File: config.mk
export PLATFORM = sky130hd
export DESIGN_NAME = fpb_front_panel
export DESIGN_NICKNAME = d
export VERILOG_FILES = /design/src/rtl/fpb_pkg.sv /design/src/rtl/fpb_front_panel.sv
export SDC_FILE = /design/constraint.sdc
export NUM_CORES = 1
export LEC_CHECK = 0
export BUFFER_PORTS_ARGS = -buffer_cell sky130_fd_sc_hd__buf_2
export CAP_MARGIN = 20
export CORE_MARGIN = 5
export CORE_UTILIZATION = 50
export DETAILED_ROUTE_END_ITERATION = 12
export PLACE_DENSITY = 0.84
export SETUP_SLACK_MARGIN = 0.2
export SYNTH_ARGS = -nofsm -noshare
export SYNTH_HDL_FRONTEND = slang
export SYNTH_SLANG_ARGS = --single-unit
File: constraint.sdc
create_clock -name pclk -period 2.7 [get_ports pclk]
set_clock_uncertainty 0.1 [all_clocks]
set_input_delay 0.27 -clock pclk [delete_from_list [all_inputs] [get_ports pclk]]
set_output_delay 0.27 -clock pclk [all_outputs]
set_load 0.05 [all_outputs]
File: src/rtl/fpb_pkg.sv
package fpb_pkg;
   // -----------------------------------------------------------------
   // Clock and timebase
   // -----------------------------------------------------------------
   localparam int CLK_HZ = 40_000_000;
   localparam int MS_PER_S = 1000;
   localparam int MS_CYCLES = CLK_HZ / 1000;  // Cycles per millisecond tick

   // -----------------------------------------------------------------
   // Durations, each in its own unit and then in millisecond ticks
   // -----------------------------------------------------------------
   localparam int DEBOUNCE_MS = 20;
   localparam int GAP_MS = 400;                 // Inter-press gap closing a gesture
   localparam int HOLD_REBOOT_S = 5;
   localparam int HOLD_FACTORY_S = 10;
   localparam int SESSION_MIN = 2;
   localparam int SUCCESS_MIN = 5;
   localparam int FAIL_S = 10;                  // How long the failure pattern shows
   localparam int HOLD_REBOOT_MS = HOLD_REBOOT_S * MS_PER_S;
   localparam int HOLD_FACTORY_MS = HOLD_FACTORY_S * MS_PER_S;
   localparam int SESSION_MS = SESSION_MIN * 60 * MS_PER_S;
   localparam int SUCCESS_MS = SUCCESS_MIN * 60 * MS_PER_S;
   localparam int FAIL_MS = FAIL_S * MS_PER_S;

   // Blink phases are bits of a free-running millisecond counter
   localparam int BLINK_SLOW_BIT = 10;          // About 1 s on, 1 s off
   localparam int BLINK_NORM_BIT = 8;           // About 256 ms half period
   localparam int BLINK_FAST_BIT = 6;           // About 64 ms half period

   // -----------------------------------------------------------------
   // Indicator thresholds
   // -----------------------------------------------------------------
   localparam logic [6:0] SIG_HIGH_PCT = 7'h32;  // 50 percent
   localparam logic [6:0] SIG_MID_PCT = 7'h19;   // 25 percent
   localparam logic [7:0] CLI_MANY = 8'h0A;      // Ten clients
   localparam logic [7:0] CLI_SOME = 8'h05;      // Five clients

   // -----------------------------------------------------------------
   // Register map (byte addresses) and fields
   // -----------------------------------------------------------------
   localparam logic [7:0] CTRL_OFS = 8'h00;
   localparam logic [7:0] CMD_OFS = 8'h04;
   localparam logic [7:0] STATUS_OFS = 8'h08;
   localparam int CTRL_SIG_EN_BIT = 0;
   localparam int CTRL_CLI_EN_BIT = 1;
   localparam int CTRL_PAIR_EN_BIT = 2;
   localparam logic [2:0] CTRL_RESET = 3'h7;
   localparam int CMD_AP_BIT = 0;
   localparam int CMD_CLI_BIT = 1;
   localparam int CMD_CANCEL_BIT = 2;
   localparam int ST_STATE_LSB = 0;             // Pairing indicator state, 3 bits
   localparam int ST_CLIMODE_BIT = 3;
   localparam int ST_DHCP_BIT = 4;
   localparam int ST_BTN_BIT = 5;
   localparam int ST_PRESS_LSB = 6;             // Presses gathered so far, 2 bits
   localparam int ST_LAST_LSB = 8;              // Last gesture action, 3 bits

   // Gesture action codes as reported in the status register
   localparam logic [2:0] ACT_NONE = 3'h0;
   localparam logic [2:0] ACT_AP = 3'h1;
   localparam logic [2:0] ACT_CLI = 3'h2;
   localparam logic [2:0] ACT_CANCEL = 3'h3;
   localparam logic [2:0] ACT_REBOOT = 3'h4;
   localparam logic [2:0] ACT_FACTORY = 3'h5;

   typedef enum logic [2:0] {
      FPB_PS_OFF,
      FPB_PS_BOOT,
      FPB_PS_WAIT,
      FPB_PS_ON,
      FPB_PS_FAIL
   } fpb_pair_state_t;
endpackage
File: src/rtl/fpb_front_panel.sv
`timescale 1ns/1ps
// Overview of operation
// - Signal LEDs show three, two or one lit for 50-100, 25-49, below 25 percent.
// - Signal LEDs dark without signal, when unlinked, or when disabled by software.
// - Ten or more associated clients light exactly one client LED.
// - Five to nine associated clients light two client LEDs.
// - One to four associated clients light three client LEDs.
// - Client LEDs dark while wireless LAN not ready or no clients.
// - Pairing LED stays steadily on for five minutes after success.
// - Pairing LED blinks normally while a session waits for a peer.
// - Pairing LED blinks slowly during startup, reboot or reset.
// - Pairing LED blinks rapidly when upstream pairing fails.
// - Pairing LED off with no session, after five minutes, or disabled.
// - Single press or hold under five seconds starts upstream pairing.
// - Two presses start pairing toward a wireless client.
// - Hold of five to ten seconds requests reboot keeping configuration.
// - Hold over ten seconds requests factory restore then reboot.
// - Three presses turn pairing LED off, drop client session, resume normal.
// - Physical button requests win over conflicting software pairing requests.
// - A session stays open two minutes, then ends unsuccessful without peer.
// - Address server enabled until upstream association, disabled afterwards.
module fpb_front_panel #(
   parameter int MS_TICK_CYCLES = fpb_pkg::MS_CYCLES,
   parameter int DEBOUNCE_TICKS = fpb_pkg::DEBOUNCE_MS,
   parameter int GAP_TICKS = fpb_pkg::GAP_MS,
   parameter int HOLD_REBOOT_TICKS = fpb_pkg::HOLD_REBOOT_MS,
   parameter int HOLD_FACTORY_TICKS = fpb_pkg::HOLD_FACTORY_MS,
   parameter int SESSION_TICKS = fpb_pkg::SESSION_MS,
   parameter int SUCCESS_TICKS = fpb_pkg::SUCCESS_MS,
   parameter int FAIL_TICKS = fpb_pkg::FAIL_MS
) (
   input wire logic pclk,
   input wire logic presetn,
   input wire logic psel,
   input wire logic penable,
   input wire logic pwrite,
   input wire logic [7:0] paddr,
   input wire logic [31:0] pwdata,
   output logic [31:0] prdata,
   output logic pready,
   output logic pslverr,
   input wire logic button_n,
   input wire logic [6:0] sig_strength,
   input wire logic link_up,
   input wire logic [7:0] client_count,
   input wire logic wlan_ready,
   input wire logic boot_busy,
   input wire logic pair_ok,
   input wire logic pair_fail,
   input wire logic ap_assoc,
   output logic [2:0] sig_led,
   output logic [2:0] cli_led,
   output logic pair_led,
   output logic ap_pair_start,
   output logic cli_pair_start,
   output logic pair_abort,
   output logic reboot_req,
   output logic factory_req,
   output logic dhcp_en
);

   // ----------------------------------------------------------------
   // Helpers
   // ----------------------------------------------------------------
   // Number of lit segments to a three-LED bar pattern
   function automatic logic [2:0] fpb_bar(input logic [1:0] n);
      return 3'((4'h1 << n) - 4'h1);            // Thermometer code, lowest LED first
   endfunction

   // ----------------------------------------------------------------
   // Millisecond timebase
   // ----------------------------------------------------------------
   logic [15:0] presc;
   logic ms_tick;
   logic [10:0] blink_cnt;
   wire presc_wrap = (presc == 16'(MS_TICK_CYCLES - 1));

   // Every duration below is counted in these ticks
   always_ff @(posedge pclk or negedge presetn)
   begin
      if (!presetn)
      begin
         presc <= 16'h0000;
         ms_tick <= 1'b0;
         blink_cnt <= 11'h000;
      end
      else
      begin
         presc <= presc_wrap ? 16'h0000 : presc + 16'h0001;
         ms_tick <= presc_wrap;
         blink_cnt <= blink_cnt + 11'(ms_tick);
      end
   end

   // ----------------------------------------------------------------
   // APB slave
   // ----------------------------------------------------------------
   logic [2:0] ctrl;
   logic [31:0] status_word;
   wire setup_ph = psel && !penable;
   wire wr_done = psel && penable && pready && pwrite;
   wire hit_ctrl = (paddr == fpb_pkg::CTRL_OFS);
   wire hit_cmd = (paddr == fpb_pkg::CMD_OFS);
   wire hit_status = (paddr == fpb_pkg::STATUS_OFS);
   wire mapped = hit_ctrl || hit_cmd || (hit_status && !pwrite);
   wire [31:0] rd_mux = hit_ctrl ? {29'h0, ctrl} : (hit_status ? status_word : 32'h0);
   // Command bits act once, at the completing edge of the write
   wire sw_ap = wr_done && hit_cmd && pwdata[fpb_pkg::CMD_AP_BIT];
   wire sw_cli = wr_done && hit_cmd && pwdata[fpb_pkg::CMD_CLI_BIT];
   wire sw_cancel = wr_done && hit_cmd && pwdata[fpb_pkg::CMD_CANCEL_BIT];

   // Zero wait states: ready and read data are prepared in the setup cycle
   always_ff @(posedge pclk or negedge presetn)
   begin
      if (!presetn)
      begin
         pready <= 1'b0;
         pslverr <= 1'b0;
         prdata <= 32'h0000_0000;
      end
      else
      begin
         pready <= setup_ph;
         pslverr <= setup_ph && !mapped;
         prdata <= (setup_ph && !pwrite) ? rd_mux : 32'h0000_0000;
      end
   end

   // Control register: indicator enables
   always_ff @(posedge pclk or negedge presetn)
   begin
      if (!presetn)
      begin
         ctrl <= fpb_pkg::CTRL_RESET;
      end
      else if (wr_done && hit_ctrl)
      begin
         ctrl <= pwdata[2:0];
      end
   end

   // ----------------------------------------------------------------
   // Button debounce
   // ----------------------------------------------------------------
   logic btn_db;
   logic [7:0] deb_cnt;
   wire btn_raw = !button_n;
   wire deb_done = (deb_cnt == 8'(DEBOUNCE_TICKS));

   // Level must stay changed for the whole debounce time
   always_ff @(posedge pclk or negedge presetn)
   begin
      if (!presetn)
      begin
         btn_db <= 1'b0;
         deb_cnt <= 8'h00;
      end
      else if (btn_raw == btn_db)
      begin
         deb_cnt <= 8'h00;
      end
      else if (deb_done)
      begin
         btn_db <= btn_raw;
         deb_cnt <= 8'h00;
      end
      else
      begin
         deb_cnt <= deb_cnt + 8'(ms_tick);
      end
   end

   // ----------------------------------------------------------------
   // Gesture classification
   // ----------------------------------------------------------------
   logic btn_prev;
   logic [13:0] hold_ms;
   logic [9:0] gap_ms;
   logic [1:0] press_cnt;
   logic [2:0] last_act;
   wire btn_fall = btn_prev && !btn_db;
   wire hold_factory = (hold_ms > 14'(HOLD_FACTORY_TICKS));
   wire hold_reboot = !hold_factory && (hold_ms >= 14'(HOLD_REBOOT_TICKS));
   wire short_rel = btn_fall && !hold_factory && !hold_reboot;
   wire gap_end = !btn_db && (press_cnt != 2'h0) && (gap_ms == 10'(GAP_TICKS));
   // Long holds act on release
   wire g_factory = btn_fall && hold_factory;
   wire g_reboot = btn_fall && hold_reboot;
   // Short gestures act only when the gap has run out
   wire g_ap = gap_end && (press_cnt == 2'h1);
   wire g_cli = gap_end && (press_cnt == 2'h2);
   wire g_cancel = gap_end && (press_cnt == 2'h3);
   wire btn_busy = btn_db || (press_cnt != 2'h0);

   // Hold timer saturates just above the factory threshold
   always_ff @(posedge pclk or negedge presetn)
   begin
      if (!presetn)
      begin
         btn_prev <= 1'b0;
         hold_ms <= 14'h0000;
      end
      else
      begin
         btn_prev <= btn_db;
         if (!btn_db)
         begin
            hold_ms <= 14'h0000;
         end
         else if (ms_tick && !hold_factory)
         begin
            hold_ms <= hold_ms + 14'h0001;
         end
      end
   end

   // Press counter and inter-press gap; a long hold discards earlier presses
   always_ff @(posedge pclk or negedge presetn)
   begin
      if (!presetn)
      begin
         press_cnt <= 2'h0;
         gap_ms <= 10'h000;
      end
      else if (gap_end || g_factory || g_reboot)
      begin
         press_cnt <= 2'h0;
         gap_ms <= 10'h000;
      end
      else if (short_rel)
      begin
         press_cnt <= (press_cnt == 2'h3) ? 2'h3 : press_cnt + 2'h1;
         gap_ms <= 10'h000;
      end
      else if (btn_db)
      begin
         gap_ms <= 10'h000;
      end
      else if (press_cnt != 2'h0)
      begin
         gap_ms <= gap_ms + 10'(ms_tick);
      end
   end

   // Record of the last decided gesture, for software
   always_ff @(posedge pclk or negedge presetn)
   begin
      if (!presetn)
      begin
         last_act <= fpb_pkg::ACT_NONE;
      end
      else if (g_factory)
      begin
         last_act <= fpb_pkg::ACT_FACTORY;
      end
      else if (g_reboot)
      begin
         last_act <= fpb_pkg::ACT_REBOOT;
      end
      else if (g_ap)
      begin
         last_act <= fpb_pkg::ACT_AP;
      end
      else if (g_cli)
      begin
         last_act <= fpb_pkg::ACT_CLI;
      end
      else if (g_cancel)
      begin
         last_act <= fpb_pkg::ACT_CANCEL;
      end
   end

   // ----------------------------------------------------------------
   // Request arbitration
   // ----------------------------------------------------------------
   // Software is heard only while the button is idle, so a held or
   // half-finished gesture can never be overridden from the bus
   wire sw_ok = !btn_busy;
   wire go_ap = g_ap || (sw_ok && sw_ap && !sw_cli);
   wire go_cli = g_cli || (sw_ok && sw_cli);
   wire go_cancel = g_cancel || (sw_ok && sw_cancel && !sw_ap && !sw_cli);
   wire go_reset = g_factory || g_reboot;

   // ----------------------------------------------------------------
   // Pairing indicator state
   // ----------------------------------------------------------------
   fpb_pkg::fpb_pair_state_t pst;
   fpb_pkg::fpb_pair_state_t next_pst;
   logic [18:0] pst_ms;
   logic cli_mode;
   logic reset_pend;
   wire start = go_ap || go_cli;
   wire sess_over = (pst_ms >= 19'(SESSION_TICKS));
   wire succ_over = (pst_ms >= 19'(SUCCESS_TICKS));
   wire fail_over = (pst_ms >= 19'(FAIL_TICKS));

   // Boot and pending reboot take precedence over any pairing activity
   always_comb
   begin
      next_pst = pst;
      unique case (pst)
         fpb_pkg::FPB_PS_OFF:
         begin
            if (start)
            begin
               next_pst = fpb_pkg::FPB_PS_WAIT;
            end
         end
         fpb_pkg::FPB_PS_BOOT:
         begin
            if (!boot_busy && !reset_pend)
            begin
               next_pst = fpb_pkg::FPB_PS_OFF;
            end
         end
         fpb_pkg::FPB_PS_WAIT:
         begin
            if (go_cancel)
            begin
               next_pst = fpb_pkg::FPB_PS_OFF;
            end
            else if (pair_ok)
            begin
               next_pst = fpb_pkg::FPB_PS_ON;
            end
            else if (pair_fail || sess_over)
            begin
               // Upstream failure is shown; a client session just ends
               next_pst = cli_mode ? fpb_pkg::FPB_PS_OFF : fpb_pkg::FPB_PS_FAIL;
            end
         end
         fpb_pkg::FPB_PS_ON:
         begin
            if (start)
            begin
               next_pst = fpb_pkg::FPB_PS_WAIT;
            end
            else if (go_cancel || succ_over)
            begin
               next_pst = fpb_pkg::FPB_PS_OFF;
            end
         end
         fpb_pkg::FPB_PS_FAIL:
         begin
            if (start)
            begin
               next_pst = fpb_pkg::FPB_PS_WAIT;
            end
            else if (go_cancel || fail_over)
            begin
               next_pst = fpb_pkg::FPB_PS_OFF;
            end
         end
      endcase
      if (boot_busy || reset_pend || go_reset)
      begin
         next_pst = fpb_pkg::FPB_PS_BOOT;
      end
   end

   // State timer restarts on every change of state, and on a restart of waiting
   always_ff @(posedge pclk or negedge presetn)
   begin
      if (!presetn)
      begin
         pst <= fpb_pkg::FPB_PS_BOOT;
         pst_ms <= 19'h00000;
      end
      else
      begin
         pst <= next_pst;
         if ((next_pst != pst) || (start && next_pst == fpb_pkg::FPB_PS_WAIT))
         begin
            pst_ms <= 19'h00000;
         end
         else if (ms_tick && !(&pst_ms))
         begin
            pst_ms <= pst_ms + 19'h00001;
         end
      end
   end

   // Session direction, and a reboot latch that only reset clears
   always_ff @(posedge pclk or negedge presetn)
   begin
      if (!presetn)
      begin
         cli_mode <= 1'b0;
         reset_pend <= 1'b0;
      end
      else
      begin
         if (start && next_pst == fpb_pkg::FPB_PS_WAIT)
         begin
            cli_mode <= go_cli;
         end
         if (go_reset)
         begin
            reset_pend <= 1'b1;
         end
      end
   end

   // ----------------------------------------------------------------
   // Indicator decode
   // ----------------------------------------------------------------
   wire [1:0] sig_lvl = (sig_strength >= fpb_pkg::SIG_HIGH_PCT) ? 2'h3 :
                        (sig_strength >= fpb_pkg::SIG_MID_PCT) ? 2'h2 : 2'h1;
   wire sig_dark = (sig_strength == 7'h00) || !link_up ||
                   !ctrl[fpb_pkg::CTRL_SIG_EN_BIT];
   wire [1:0] cli_lvl = (client_count >= fpb_pkg::CLI_MANY) ? 2'h1 :
                        (client_count >= fpb_pkg::CLI_SOME) ? 2'h2 : 2'h3;
   wire cli_dark = !wlan_ready || (client_count == 8'h00) ||
                   !ctrl[fpb_pkg::CTRL_CLI_EN_BIT];
   wire blink_slow = blink_cnt[fpb_pkg::BLINK_SLOW_BIT];
   wire blink_norm = blink_cnt[fpb_pkg::BLINK_NORM_BIT];
   wire blink_fast = blink_cnt[fpb_pkg::BLINK_FAST_BIT];
   wire pair_pat = (pst == fpb_pkg::FPB_PS_ON) ||
                   (pst == fpb_pkg::FPB_PS_WAIT && blink_norm) ||
                   (pst == fpb_pkg::FPB_PS_BOOT && blink_slow) ||
                   (pst == fpb_pkg::FPB_PS_FAIL && blink_fast);
   wire pair_lit = pair_pat && ctrl[fpb_pkg::CTRL_PAIR_EN_BIT];

   // All panel outputs are registered
   always_ff @(posedge pclk or negedge presetn)
   begin
      if (!presetn)
      begin
         sig_led <= 3'h0;
         cli_led <= 3'h0;
         pair_led <= 1'b0;
         dhcp_en <= 1'b1;
      end
      else
      begin
         sig_led <= sig_dark ? 3'h0 : fpb_bar(sig_lvl);
         cli_led <= cli_dark ? 3'h0 : fpb_bar(cli_lvl);
         pair_led <= pair_lit;
         dhcp_en <= !ap_assoc;
      end
   end

   // One-cycle request pulses to the system controller
   always_ff @(posedge pclk or negedge presetn)
   begin
      if (!presetn)
      begin
         ap_pair_start <= 1'b0;
         cli_pair_start <= 1'b0;
         pair_abort <= 1'b0;
         reboot_req <= 1'b0;
         factory_req <= 1'b0;
      end
      else
      begin
         ap_pair_start <= go_ap && !go_cli && !reset_pend;
         cli_pair_start <= go_cli && !reset_pend;
         pair_abort <= go_cancel || (pst == fpb_pkg::FPB_PS_WAIT && sess_over);
         reboot_req <= g_reboot;
         factory_req <= g_factory;
      end
   end

   // ----------------------------------------------------------------
   // Status word
   // ----------------------------------------------------------------
   always_comb
   begin
      status_word = 32'h0000_0000;
      status_word[fpb_pkg::ST_STATE_LSB +: 3] = pst;
      status_word[fpb_pkg::ST_CLIMODE_BIT] = cli_mode;
      status_word[fpb_pkg::ST_DHCP_BIT] = dhcp_en;
      status_word[fpb_pkg::ST_BTN_BIT] = btn_db;
      status_word[fpb_pkg::ST_PRESS_LSB +: 2] = press_cnt;
      status_word[fpb_pkg::ST_LAST_LSB +: 3] = last_act;
   end

endmodule

==> results of run 1 <==
## stage by stage
stage | hold WS, ns | setup WS (ns) | cell area [sq um] | setup TNS, ns | power, mW
after floorplan | -0.1256 | -0.1362 | 6332 | -1.514 | 2.000
after global placement | 0.2056 | -0.2338 | 7020 | -3.526 | 2.074
after detailed placement | 0.2228 | -0.2993 | 7020 | -4.306 | 2.080
after CTS | 0.007235 | -0.1047 | 7787 | -0.3812 | 4.392
after global routing | 0.009809 | -0.1651 | 8004 | -2.820 | 4.523
final | 0.01265 | -0.06316 | 8004 | -0.8018 | 4.389
## layout make-up
class / count / area (sq um)
clock inverters: 12 / 150.1
inverters: 18 / 67.56
repair buffers: 133 / 940.9
multi-input cells: 460 / 3168
fillers: 881 / 4108
clock buffers: 20 / 456.7
well taps: 168 / 210.2
flip-flops and latches: 120 / 3010
## kinds of logic after synthesis
kind of cell	Yosys count
DFF	120
AOI/OAI and AO/OA	73
muxes	10
and+or+nand+nor	279
adders and majority gates	11
other	1
buffers and inverters	58
xor gates and xnor gates	66
## final timing paths
path                                        startpoint                endpoint  slack (ns)  cells past startpoint
worst min-delay path                   sig_strength[6]    sig_led[2]$_DFF_PN0_        0.01                      2
worst max-delay path                btn_db$_DFFE_PN0P_  pst_ms[15]$_DFFE_PN0P_       -0.06                      9
max in group asynchronous                      presetn       dhcp_en$_DFF_PN1_        1.45                      3
min in group asynchronous                      presetn  pst_ms[10]$_DFFE_PN0P_        0.31                      2
worst min register to register  blink_cnt[4]$_DFF_PN0_  blink_cnt[4]$_DFF_PN0_        0.38                      1
worst max register to register      btn_db$_DFFE_PN0P_  pst_ms[15]$_DFFE_PN0P_       -0.06                      9
## timing repair
| action | 4_1_cts | 5_1_grt |
|---|---|---|
| pin swaps | 3 | 25 |
| setup endpoints to repair | 35 | 33 |
| cloned | 1 | 1 |
| resized for setup | 12 | 31 |
| hold buffers | 4 | 0 |
| buffers inserted | 4 | 3 |
| hold endpoints to repair | 47 | 0 |
## sequential cells by signal (all words and copies together) (netlist names), 2 cells and up
| signal | count |
|---|---|
| blink_cnt | 11 |
| cli_led | 3 |
| ctrl | 3 |
| deb_cnt | 8 |
| gap_ms | 10 |
| hold_ms | 14 |
| last_act | 3 |
| prdata | 11 |
| presc | 16 |
| press_cnt | 2 |
| pst | 3 |
| pst_ms | 19 |
| sig_led | 3 |
## routing by layer
layer	vias to the layer above	part of all wire, %	GRT usage (%)
li1	2382	-	-
met2	163	53	37.60
met5	-	0	0
met3	34	5.0	5.292
met4	0	2.0	6.723
met1	2510	40	24.78
## synthesized netlist by cell type (6+ instances only)
cell type,n,area share [%]
nor3_1,23,1.8
xnor2_1,31,4.3
nor3_2,10,1.6
dfrtp_1,115,46
nand4_1,12,1.2
and2_1,8,0.80
xor2_1,35,4.9
nand3_1,36,2.9
nand2_1,50,3.0
clkbuf_1,8,0.48
inv_1,18,1.1
buf_4,21,2.5
a21oi_1,21,1.7
o21ai_0,13,1.0
and3_1,25,2.5
mux2i_1,6,0.96
nor2_1,68,4.1
ha_1,11,2.2
## worst max-delay path: cells and delay by family (launching register included)
kind | cells | cell delay [ns]
buffers and inverters | 2 | 0.34
AOI/OAI and AO/OA | 3 | 0.66
DFF | 1 | 0.42
and+or+nand+nor | 4 | 1.12
## report_power, final
group	switching [mW]	internal [mW]
Combinational	0.186	0.0781
Clock	0.823	1.49
Sequential	0.00244	1.81
Total	1.01	3.38
==> results.md, run 1 <==
- Status: complete, but fails checks
- Failing checks: setup timing
- Setup Crit Path Kind: flip-flop to flip-flop
- Area Overhead vs Synth: 28.12%
- Arrival time at the worst endpoint: roughly 3 ns
- Gpl congestion: approximately 0.88
- Compound-cell area share of the yosys netlist: about 8.1%
- Post-Place Cells: 886
- Post-Layout Cell Count: between 900 and 1,000
- Grt total ovfl: 0
- Fraction of layout cells with a size suffix above 1: a little under a third
- Crit-path cells: or4b_4, nor4_4, a21oi_2, buf_4, a211o_1, o32ai_2, or3_4, clkbuf_16, nor3_4
- Worst Path Max Fanout: 5
- DR vias/cell: 5.466
- Worst Path Required: between 2 and 3 ns
- Ys async rst share: 100.0%
- RSZ-0062 raised after global routing: yes
- I/O pins: 114
- Iteration-0 DRC Markers: about 380
- Slew Limit Fails: 0
- Total GRT Usage: between 20% and 30%
- Htree depth: 4
- Cells after synthesis: just over 600
- Vias in the first global route: around 5,300
- Rel. slew slack: 55.57%
- Top FF cell, synth: dfrtp_1
- Largest family of logic cells by synthesized area: simple AND/OR/NAND/NOR gates
- # rows: 40
- Clock slew at reported path FFs: 0.06 ns
- P per Cell Area: around 550 nW/um^2
- Most frequent cells in the layout: dfrtp_1, nor2_1, buf_2
- Crit-path slowest cell: or4b_4
- Final Worst Setup Slack: -0.06316 ns
- Total die area: between 10,000 and 15,000 sq um
- Clk_lat worst skew: ~0.42 ns
- HP Class: input pin to flip-flop
- Post-Syn Area per Cell: around 10 sq um
- Post-DR wirelength/cell: approximately 16 um
- Worst Setup End Kind: flip-flop
- Slew at the pin closest to its max-slew limit: about 0.66 ns
- Worst path max stage delay: approximately 0.58 ns
- # nets final: 828
- Adder-Cell Fraction of Synth Area: 2.203%
- Peak supply drop: 447.4 uV
- Post-layout util: about two thirds
- Worst Setup Start Kind: flip-flop
- Vias after detailed routing: just over 5,000
- Clk buf depth: 2
- Clk root buf: clkbuf_16
- Num CTS Buffers: 17
- Routed wire length: around 15,000 um
- Die extent in x: 121.8 um
- Sequential-to-total area share from yosys stat: 48.17%
- Initial antenna violation count: 0
- Final Cycle Share: 102.3%
- HPWL after DPL: approximately 10,000 um
- Post-synthesis mux area share: under 10%
- Routed Antenna Nets: 0
- Max Freq: 361.9 MHz
- Die Ht: around 120 um
- Synth Area in Simple Gates: about a quarter
- First-pass GRT wire length: about 25,000 um
- Number of enable flip-flop cells after synthesis: 0
- Largest net degree at the start of global routing: 47
- Fin. Hold Viols: 0
- Setup Viol. Count Final: 19
- Minimum clock period: roughly 2.8 ns
- I/O Buffers: 63
- TritonCTS clock tree: built
- Xor/xnor cell area share of the yosys netlist: about 9.3%
- Sink Count: 120
- Lkg Pwr: around 3.9 nW
- Most common cell after layout, fill and taps aside: dfrtp_1
- Syn. warnings: 0
- Synth unique cells: 77
- Post-Syn Area: around 6200 sq um
- Seq cells post-synth: 120
- Initial Util: between 50% and 60%
- Core area: roughly 12,000 sq um
- Max-cap violations: 0
- Drt pass-1 iters: 5
- Post-route DRC: 0
- # diodes: 0
No activity file was read; power rests on OpenSTA's default activity.
==> run 2, diff against run 1 <==
--- a/config.mk
+++ b/config.mk
@@ -10,7 +10,7 @@
 export CORE_MARGIN = 5
 export CORE_UTILIZATION = 50
 export DETAILED_ROUTE_END_ITERATION = 12
-export PLACE_DENSITY = 0.84
+export PLACE_DENSITY = 0.76
 export SETUP_SLACK_MARGIN = 0.2
 export SYNTH_ARGS = -nofsm -noshare
 export SYNTH_HDL_FRONTEND = slang
==> run 2 against run 1 <==
Against the previous run:
- the flow still finishes with violations (setup timing)
- clock power shrank 6%
- total power fell by 3.7%
- die area is the same
- combinational power is 5% lower
- via count down 0.69%
- sequential cell count unchanged
- sequential share of layout area up 0.80 points
- critical path type unchanged
- highest routed layer unchanged
==> results.md, run 2 (same netlist as run 1, synthesis figures left out) <==
- Status: complete, but fails checks
- Failing checks: setup timing
- Vias in the first global route: 5,303
- HP Class: input pin to flip-flop
- Crit path max-delay family: simple AND/OR/NAND/NOR gates
- DR vias/cell: 5.388
- Critical hold path startpoint: sig_strength[6]
- Power Internal: ~3.2 mW
- Slew at the pin closest to its max-slew limit: approximately 0.59 ns
- Buffers and inverters on the worst path: 10
- Crit-path slowest cell: or4b_4
- I/O Buffers: 63
- Worst path max stage delay: around 0.57 ns
- # nets final: ~840
- Clk buf depth: 2
- Drt pass-1 iters: 5
- Max reg flops: 19
- Post-layout util: between 60% and 70%
- Crit-path cells: or4b_4, buf_4, nor3_4, a22oi_1, nor2_1, buf_4, buf_4, buf_4, buf_4, buf_4, buf_4, buf_4, buf_4, buf_4, nor3_1, nor2_1
- Setup Viol. Count Final: 20
- Initial antenna violation count: 0
- Setup Crit Path Kind: flip-flop to flip-flop
- Peak supply drop: about 430 uV
- Worst Setup End Kind: flip-flop
- Critical path launch point: gap_ms[2]$_DFFE_PN0P_
- Sink Count: 120
- RSZ-0062 raised after global routing: yes
- Die extent in x: approximately 120 um
- # diodes: 0
- Min-Delay Path Depth: 2
- Comb pwr share: a little under 6%
- Final Worst Setup Slack: -0.04505 ns
- Clk_lat worst skew: a little over 0.4 ns
- Max-cap violations: 0
- First-pass GRT wire length: 24,640 um
- R2r startpoint: gap_ms[2]$_DFFE_PN0P_
- Iteration-0 DRC Markers: between 300 and 400
- Fin. Hold Viols: 0
- Area after DPL: roughly 7000 sq um
- Routed Antenna Nets: 0
- Die Ht: between 100 and 150 um
- Grt total ovfl: 0
- Most frequent cells in the layout: dfrtp_1, buf_4, nor2_1
- Vias after detailed routing: 5,054
- Clk root buf: clkbuf_16
- WP depth: 16
- # rows: 40
- HPWL after DPL: approximately 10,000 um
- Lkg Pwr: approximately 3.9 nW
- Slew Limit Fails: 0
- Worst Path Required: 2.93 ns
- Total die area: roughly 15,000 sq um
- Switch Pwr: approximately 980 uW
- Reg power frac: between 40% and 50%
- TritonCTS clock tree: built
- Num CTS Buffers: 17
- CP dominant cell by count: buf_4
- Most common cell after layout, fill and taps aside: dfrtp_1
- WHS: ~0.014 ns
- Worst Path Max Fanout: 2
- Core area: between 10,000 and 15,000 sq um
- Arrival time at the worst endpoint: 2.98 ns
- Final Cell Area: approximately 7800 sq um
- Gpl congestion: 0.8769
- Initial Util: 51.58%
- Fraction of layout cells with a size suffix above 1: between 20% and 30%
- Area Overhead vs Synth: 25.44%
- Clock slew at reported path FFs: approximately 0.060 ns
- Largest net degree at the start of global routing: 48
- # fillers: a little over 900
- P per Cell Area: 539.3 nW/um^2
- Final Cycle Share: 101.7%
- Rel. slew slack: 60.92%
- Biggest regs: pst_ms (19), presc (16), hold_ms (14)
- Clock share of power: about half
- Setup_tns: -0.3213 ns
- Worst Setup Start Kind: flip-flop
- Post-Place Cells: 889
- Switching Share: 23.14%
- Post-Layout Cell Count: around 940
- Register-to-Register Path Depth: 16
- Htree depth: 4
- Biggest register: pst_ms
- Minimum clock period: roughly 2.7 ns
- I/O pins: roughly 110
- Post-DR wirelength/cell: 15.52 um
- Max Freq: between 300 and 400 MHz
- Post-route DRC: 0
- Total GRT Usage: between 20 and 25%
- Routed wire length: approximately 15,000 um
## run 2: path summary, 6_finish.rpt
kind,end,slack (ns)
hold / removal,sig_led[2]$_DFF_PN0_,0.01
setup / recovery,pst[1]$_DFF_PN0_,-0.05
min in group asynchronous,pst_ms[10]$_DFFE_PN0P_,0.30
max in group asynchronous,dhcp_en$_DFF_PN1_,1.37
setup reg to reg,pst[1]$_DFF_PN0_,-0.05
hold reg to reg,blink_cnt[0]$_DFF_PN0_,0.37
## run 2: repair_timing
action                                  in CTS  in global routing
endpoints found under the hold margin       42                  0
hold buffers                                 4                  0
setup buffers                               12                  1
endpoints found under the setup margin      35                 29
pin swaps                                    4                  1
resized for setup                           11                 10
## run 2: final cells by class
cell class              count  area, sq um  area share [%]
flip-flops and latches    120         3010           38.42
repair buffers            140        930.9           11.88
clock inverters            13        130.1           1.661
multi-input cells         460         3044           38.85
inverters                  18        67.56          0.8622
well taps                 168        210.2           2.682
clock buffers              19        442.9           5.652
## run 2: routing by layer
layer	up-vias	GRT usage (%)	wire length (um)
li1	2399	-	-
met1	2505	25.01	6083
met2	129	35.32	7712
met3	21	4.782	544
met4	0	8.263	217
met5	-	0	0
## run 2: stage by stage
stage	power, mW	setup slack, ns
after floorplan	2.000	-0.1362
after global placement	2.073	-0.2007
after detailed placement	2.080	-0.2705
after CTS	4.260	-0.03331
after global routing	4.370	-0.1847
final	4.226	-0.04505
## run 2: worst register-to-register path, cell delays in order, from the launching register on
cell and delay (ns):
dfrtp_1 0.39, or4b_4 0.57, buf_4 0.17, nor3_4 0.20
a22oi_1 0.12, nor2_1 0.15, buf_4 0.13, buf_4 0.10
buf_4 0.10, buf_4 0.09, buf_4 0.09, buf_4 0.09
buf_4 0.09, buf_4 0.09, buf_4 0.09, nor3_1 0.04
nor2_1 0.09
## run 2: power by group through the flow
stage / clock (mW) / sequential [mW] / combinational, mW
after floorplan: 0 / 1.85 / 0.153
after global placement: 0 / 1.84 / 0.235
after detailed placement: 0 / 1.84 / 0.242
after CTS: 2.20 / 1.81 / 0.249
after global routing: 2.29 / 1.81 / 0.272
final: 2.17 / 1.81 / 0.250
==> run 3, diff against run 2 <==
--- a/config.mk
+++ b/config.mk
@@ -5,12 +5,13 @@
 export SDC_FILE = /design/constraint.sdc
 export NUM_CORES = 1
 export LEC_CHECK = 0
+export ABC_AREA = 1
 export BUFFER_PORTS_ARGS = -buffer_cell sky130_fd_sc_hd__buf_2
 export CAP_MARGIN = 20
 export CORE_MARGIN = 5
 export CORE_UTILIZATION = 50
 export DETAILED_ROUTE_END_ITERATION = 12
-export PLACE_DENSITY = 0.76
+export PLACE_DENSITY = 0.75
 export SETUP_SLACK_MARGIN = 0.2
 export SYNTH_ARGS = -nofsm -noshare
 export SYNTH_HDL_FRONTEND = slang
==> run 3 against run 2 <==
Against the previous run:
- the flow now finishes without violations
- area after synthesis increased by 2.2%
- total power grew 9.7%
- setup slack better by 0.35 ns
- sequential cell count unchanged
- core utilization is 2.2 points lower
- global-route usage is 2.4 points lower
- cell area grew 0.22%
- clock-buffer cell count up 1
- via count increased by 3.9%
- worst hold slack hardly changed
- synthesized cell count is 26% higher
- register-to-register slack better by 0.35 ns
- largest cell class is now registers
- highest routed layer unchanged
==> results.md, run 3 <==
- Area Overhead vs Synth: 22.98%
- HP Class: input pin to flip-flop
- Num CTS Buffers: 17
- Status: completed
- Top FF cell, synth: dfrtp_1
- Die Ht: around 120 um
- # fillers: just over 1,000
- Peak supply drop: between 500 and 600 uV
- Most common cell after layout, fill and taps aside: nand2_1
- WHS: about 0.015 ns
- Largest net degree at the start of global routing: 62
- Gpl congestion: roughly 0.9
- TritonCTS clock tree: built
- Clock slew at reported path FFs: 0.05 ns
- # nets final: 957
- Setup_tns: 0 ns
- Worst Path Required: around 2.9 ns
- Biggest regs: pst_ms (19), presc (16), hold_ms (14)
- Most frequent cells in the layout: nand2_1, dfrtp_1, nor2_1
- Max Freq: about 420 MHz
- Slew Limit Fails: 0
- Cells after synthesis: approximately 780
- Core area: between 10,000 and 15,000 sq um
- Initial Util: 50.81%
- Ys async rst share: 100.0%
- Ranking of synthesized cells by area: dfrtp_1, nand2_1, nor2_1
- Fin. Hold Viols: 0
- Minimum clock period: about 2.4 ns
- # diodes: 0
- I/O pins: roughly 110
- Sink Count: 120
- Setup Viol. Count Final: 0
- Worst Setup Start Kind: flip-flop
- Worst Path Max Fanout: 6
- Post-DR wirelength/cell: 12.75 um
- Synth unique cells: 44
- P per Cell Area: 590.5 nW/um^2
- Vias after detailed routing: 5,253
- Top-count cell post-synth: nand2_1
- Max reg flops: 19
- Initial antenna violation count: 0
- Syn. warnings: 0
- Max-cap violations: 0
- # rows: 41
- Grt total ovfl: 0
- Total die area: roughly 15,000 sq um
- Die extent in x: 123.0 um
- Clk buf depth: 2
- Post-synth top cells: nand2_1, dfrtp_1, nor2_1
- Final Cycle Share: between 80% and 90%
- I/O Buffers: 63
- Top cell type by total area after synthesis: dfrtp_1
- Post-Syn Area per Cell: 8.198 sq um
- Routed Antenna Nets: 0
- Arrival time at the worst endpoint: approximately 2.6 ns
- First-pass GRT wire length: roughly 22,000 um
- Routed wire length: 13,570 um
- Biggest register: pst_ms
- Post-route DRC: 0
- Post-synth top area share: ~45%
- Fraction of layout cells with a size suffix above 1: about a fifth
- RSZ-0062 raised after global routing: yes
- Vias in the first global route: just under 5,000
- Power Total: roughly 4.6 mW
- Sequential-to-total area share from yosys stat: 47.12%
- Clk root buf: clkbuf_16
- Clk_lat worst skew: roughly 0.42 ns
- Setup Crit Path Kind: flip-flop to flip-flop
- HPWL after DPL: approximately 9300 um
- Htree depth: 4
- Drt pass-1 iters: 5
- Total GRT Usage: a little under a fifth
- Seq cells post-synth: 120
- Iteration-0 DRC Markers: roughly 460
- Lkg Pwr: between 3 and 4 nW
- Worst Setup End Kind: flip-flop
- DR vias/cell: 4.937
- Post-Syn Area: approximately 6400 sq um
- Number of enable flip-flop cells after synthesis: 0
## run 3: path summary, 6_finish.rpt
| kind | from | endpoint | slack [ns] | depth (start not counted) |
|---|---|---|---|---|
| max reg2reg | pst_ms[11]$_DFFE_PN0P_ | pst_ms[16]$_DFFE_PN0P_ | 0.31 | 15 |
| min in group asynchronous | presetn | pst_ms[7]$_DFFE_PN0P_ | 0.26 | 2 |
| max | pst_ms[11]$_DFFE_PN0P_ | pst_ms[16]$_DFFE_PN0P_ | 0.31 | 15 |
| max in group asynchronous | presetn | ctrl[2]$_DFFE_PN1P_ | 1.52 | 3 |
| min reg2reg | blink_cnt[9]$_DFF_PN0_ | blink_cnt[9]$_DFF_PN0_ | 0.37 | 1 |
| min | pwdata[2] | ctrl[2]$_DFFE_PN1P_ | 0.01 | 3 |
## run 3: repair_timing
item                                    CTS  global route
endpoints found under the hold margin    42             0
setup buffers                             0             4
cloned                                    0             2
pin swaps                                 0             7
hold buffers                              8             0
endpoints found under the setup margin    9            24
resized for setup                         1            29
## run 3: area by class of cell
| cell class | instances | area (sq um) | share of cell area [%] |
|---|---|---|---|
| sequential | 120 | 3012 | 38.35 |
| inverter | 109 | 409.1 | 5.209 |
| timing repair buffer | 86 | 548.0 | 6.978 |
| tap | 172 | 215.2 | 2.740 |
| clock inverter | 12 | 224.0 | 2.852 |
| clock buffer | 20 | 446.7 | 5.687 |
| multi-input combinational | 545 | 2999 | 38.19 |
## run 3: metal layers
metal / vias to the layer above / routed length [um] / track usage, %
met5: - / 0 / 0
met4: 0 / 304 / 7.128
met3: 28 / 630 / 4.071
met2: 121 / 6865 / 31.02
met1: 2452 / 5767 / 22.54
li1: 2652 / - / -
## run 3: metrics by stage
| step | setup slack (ns) | instances | util, % | instance area [sq um] |
|---|---|---|---|---|
| finish | 0.3072 | 1064 | 62.49 | 7854 |
| global route | 0.1286 | 1064 | 62.49 | 7854 |
| CTS | 0.2437 | 1058 | 60.84 | 7646 |
| detailed placement | 0.1727 | 1018 | 54.79 | 6887 |
| global placement | 0.2435 | 1018 | 54.79 | 6887 |
| floorplan | 0.4820 | 799 | - | 6461 |
## run 3: worst max-delay path, stage by stage (launching register included)
cell      delay, ns
dfrtp_1        0.46
inv_1          0.14
nand2_1        0.06
nor3_1         0.15
nand3_1        0.18
nand3_1        0.16
nand2_1        0.06
nand2_1        0.06
clkinv_1       0.07
a21oi_1        0.15
nand3_1        0.15
nor2_4         0.15
nor2_4         0.08
buf_12         0.14
nand2_4        0.13
nor2_4         0.03
## run 3: cell families (layout without fill, tap and decap cells)
kind of cell	Yosys count	after routing	synth area share, %
xor gates and xnor gates	43	43	5.897
DFF	120	120	47.12
other	1	21	0.05872
buffers and inverters	136	227	9.581
and+or+nand+nor	395	397	28.88
adders and majority gates	11	11	2.155
AOI/OAI and AO/OA	72	72	6.132
muxes	1	1	0.1763
## run 3: where the power goes
| group | internal [mW] | leakage (nW) | switching (mW) |
|---|---|---|---|
| logic | 0.0676 | 1.86 | 0.193 |
| registers | 1.81 | 1.62 | 0.00309 |
| clock network | 1.75 | 0.312 | 0.816 |
| total | 3.63 | 3.80 | 1.01 |
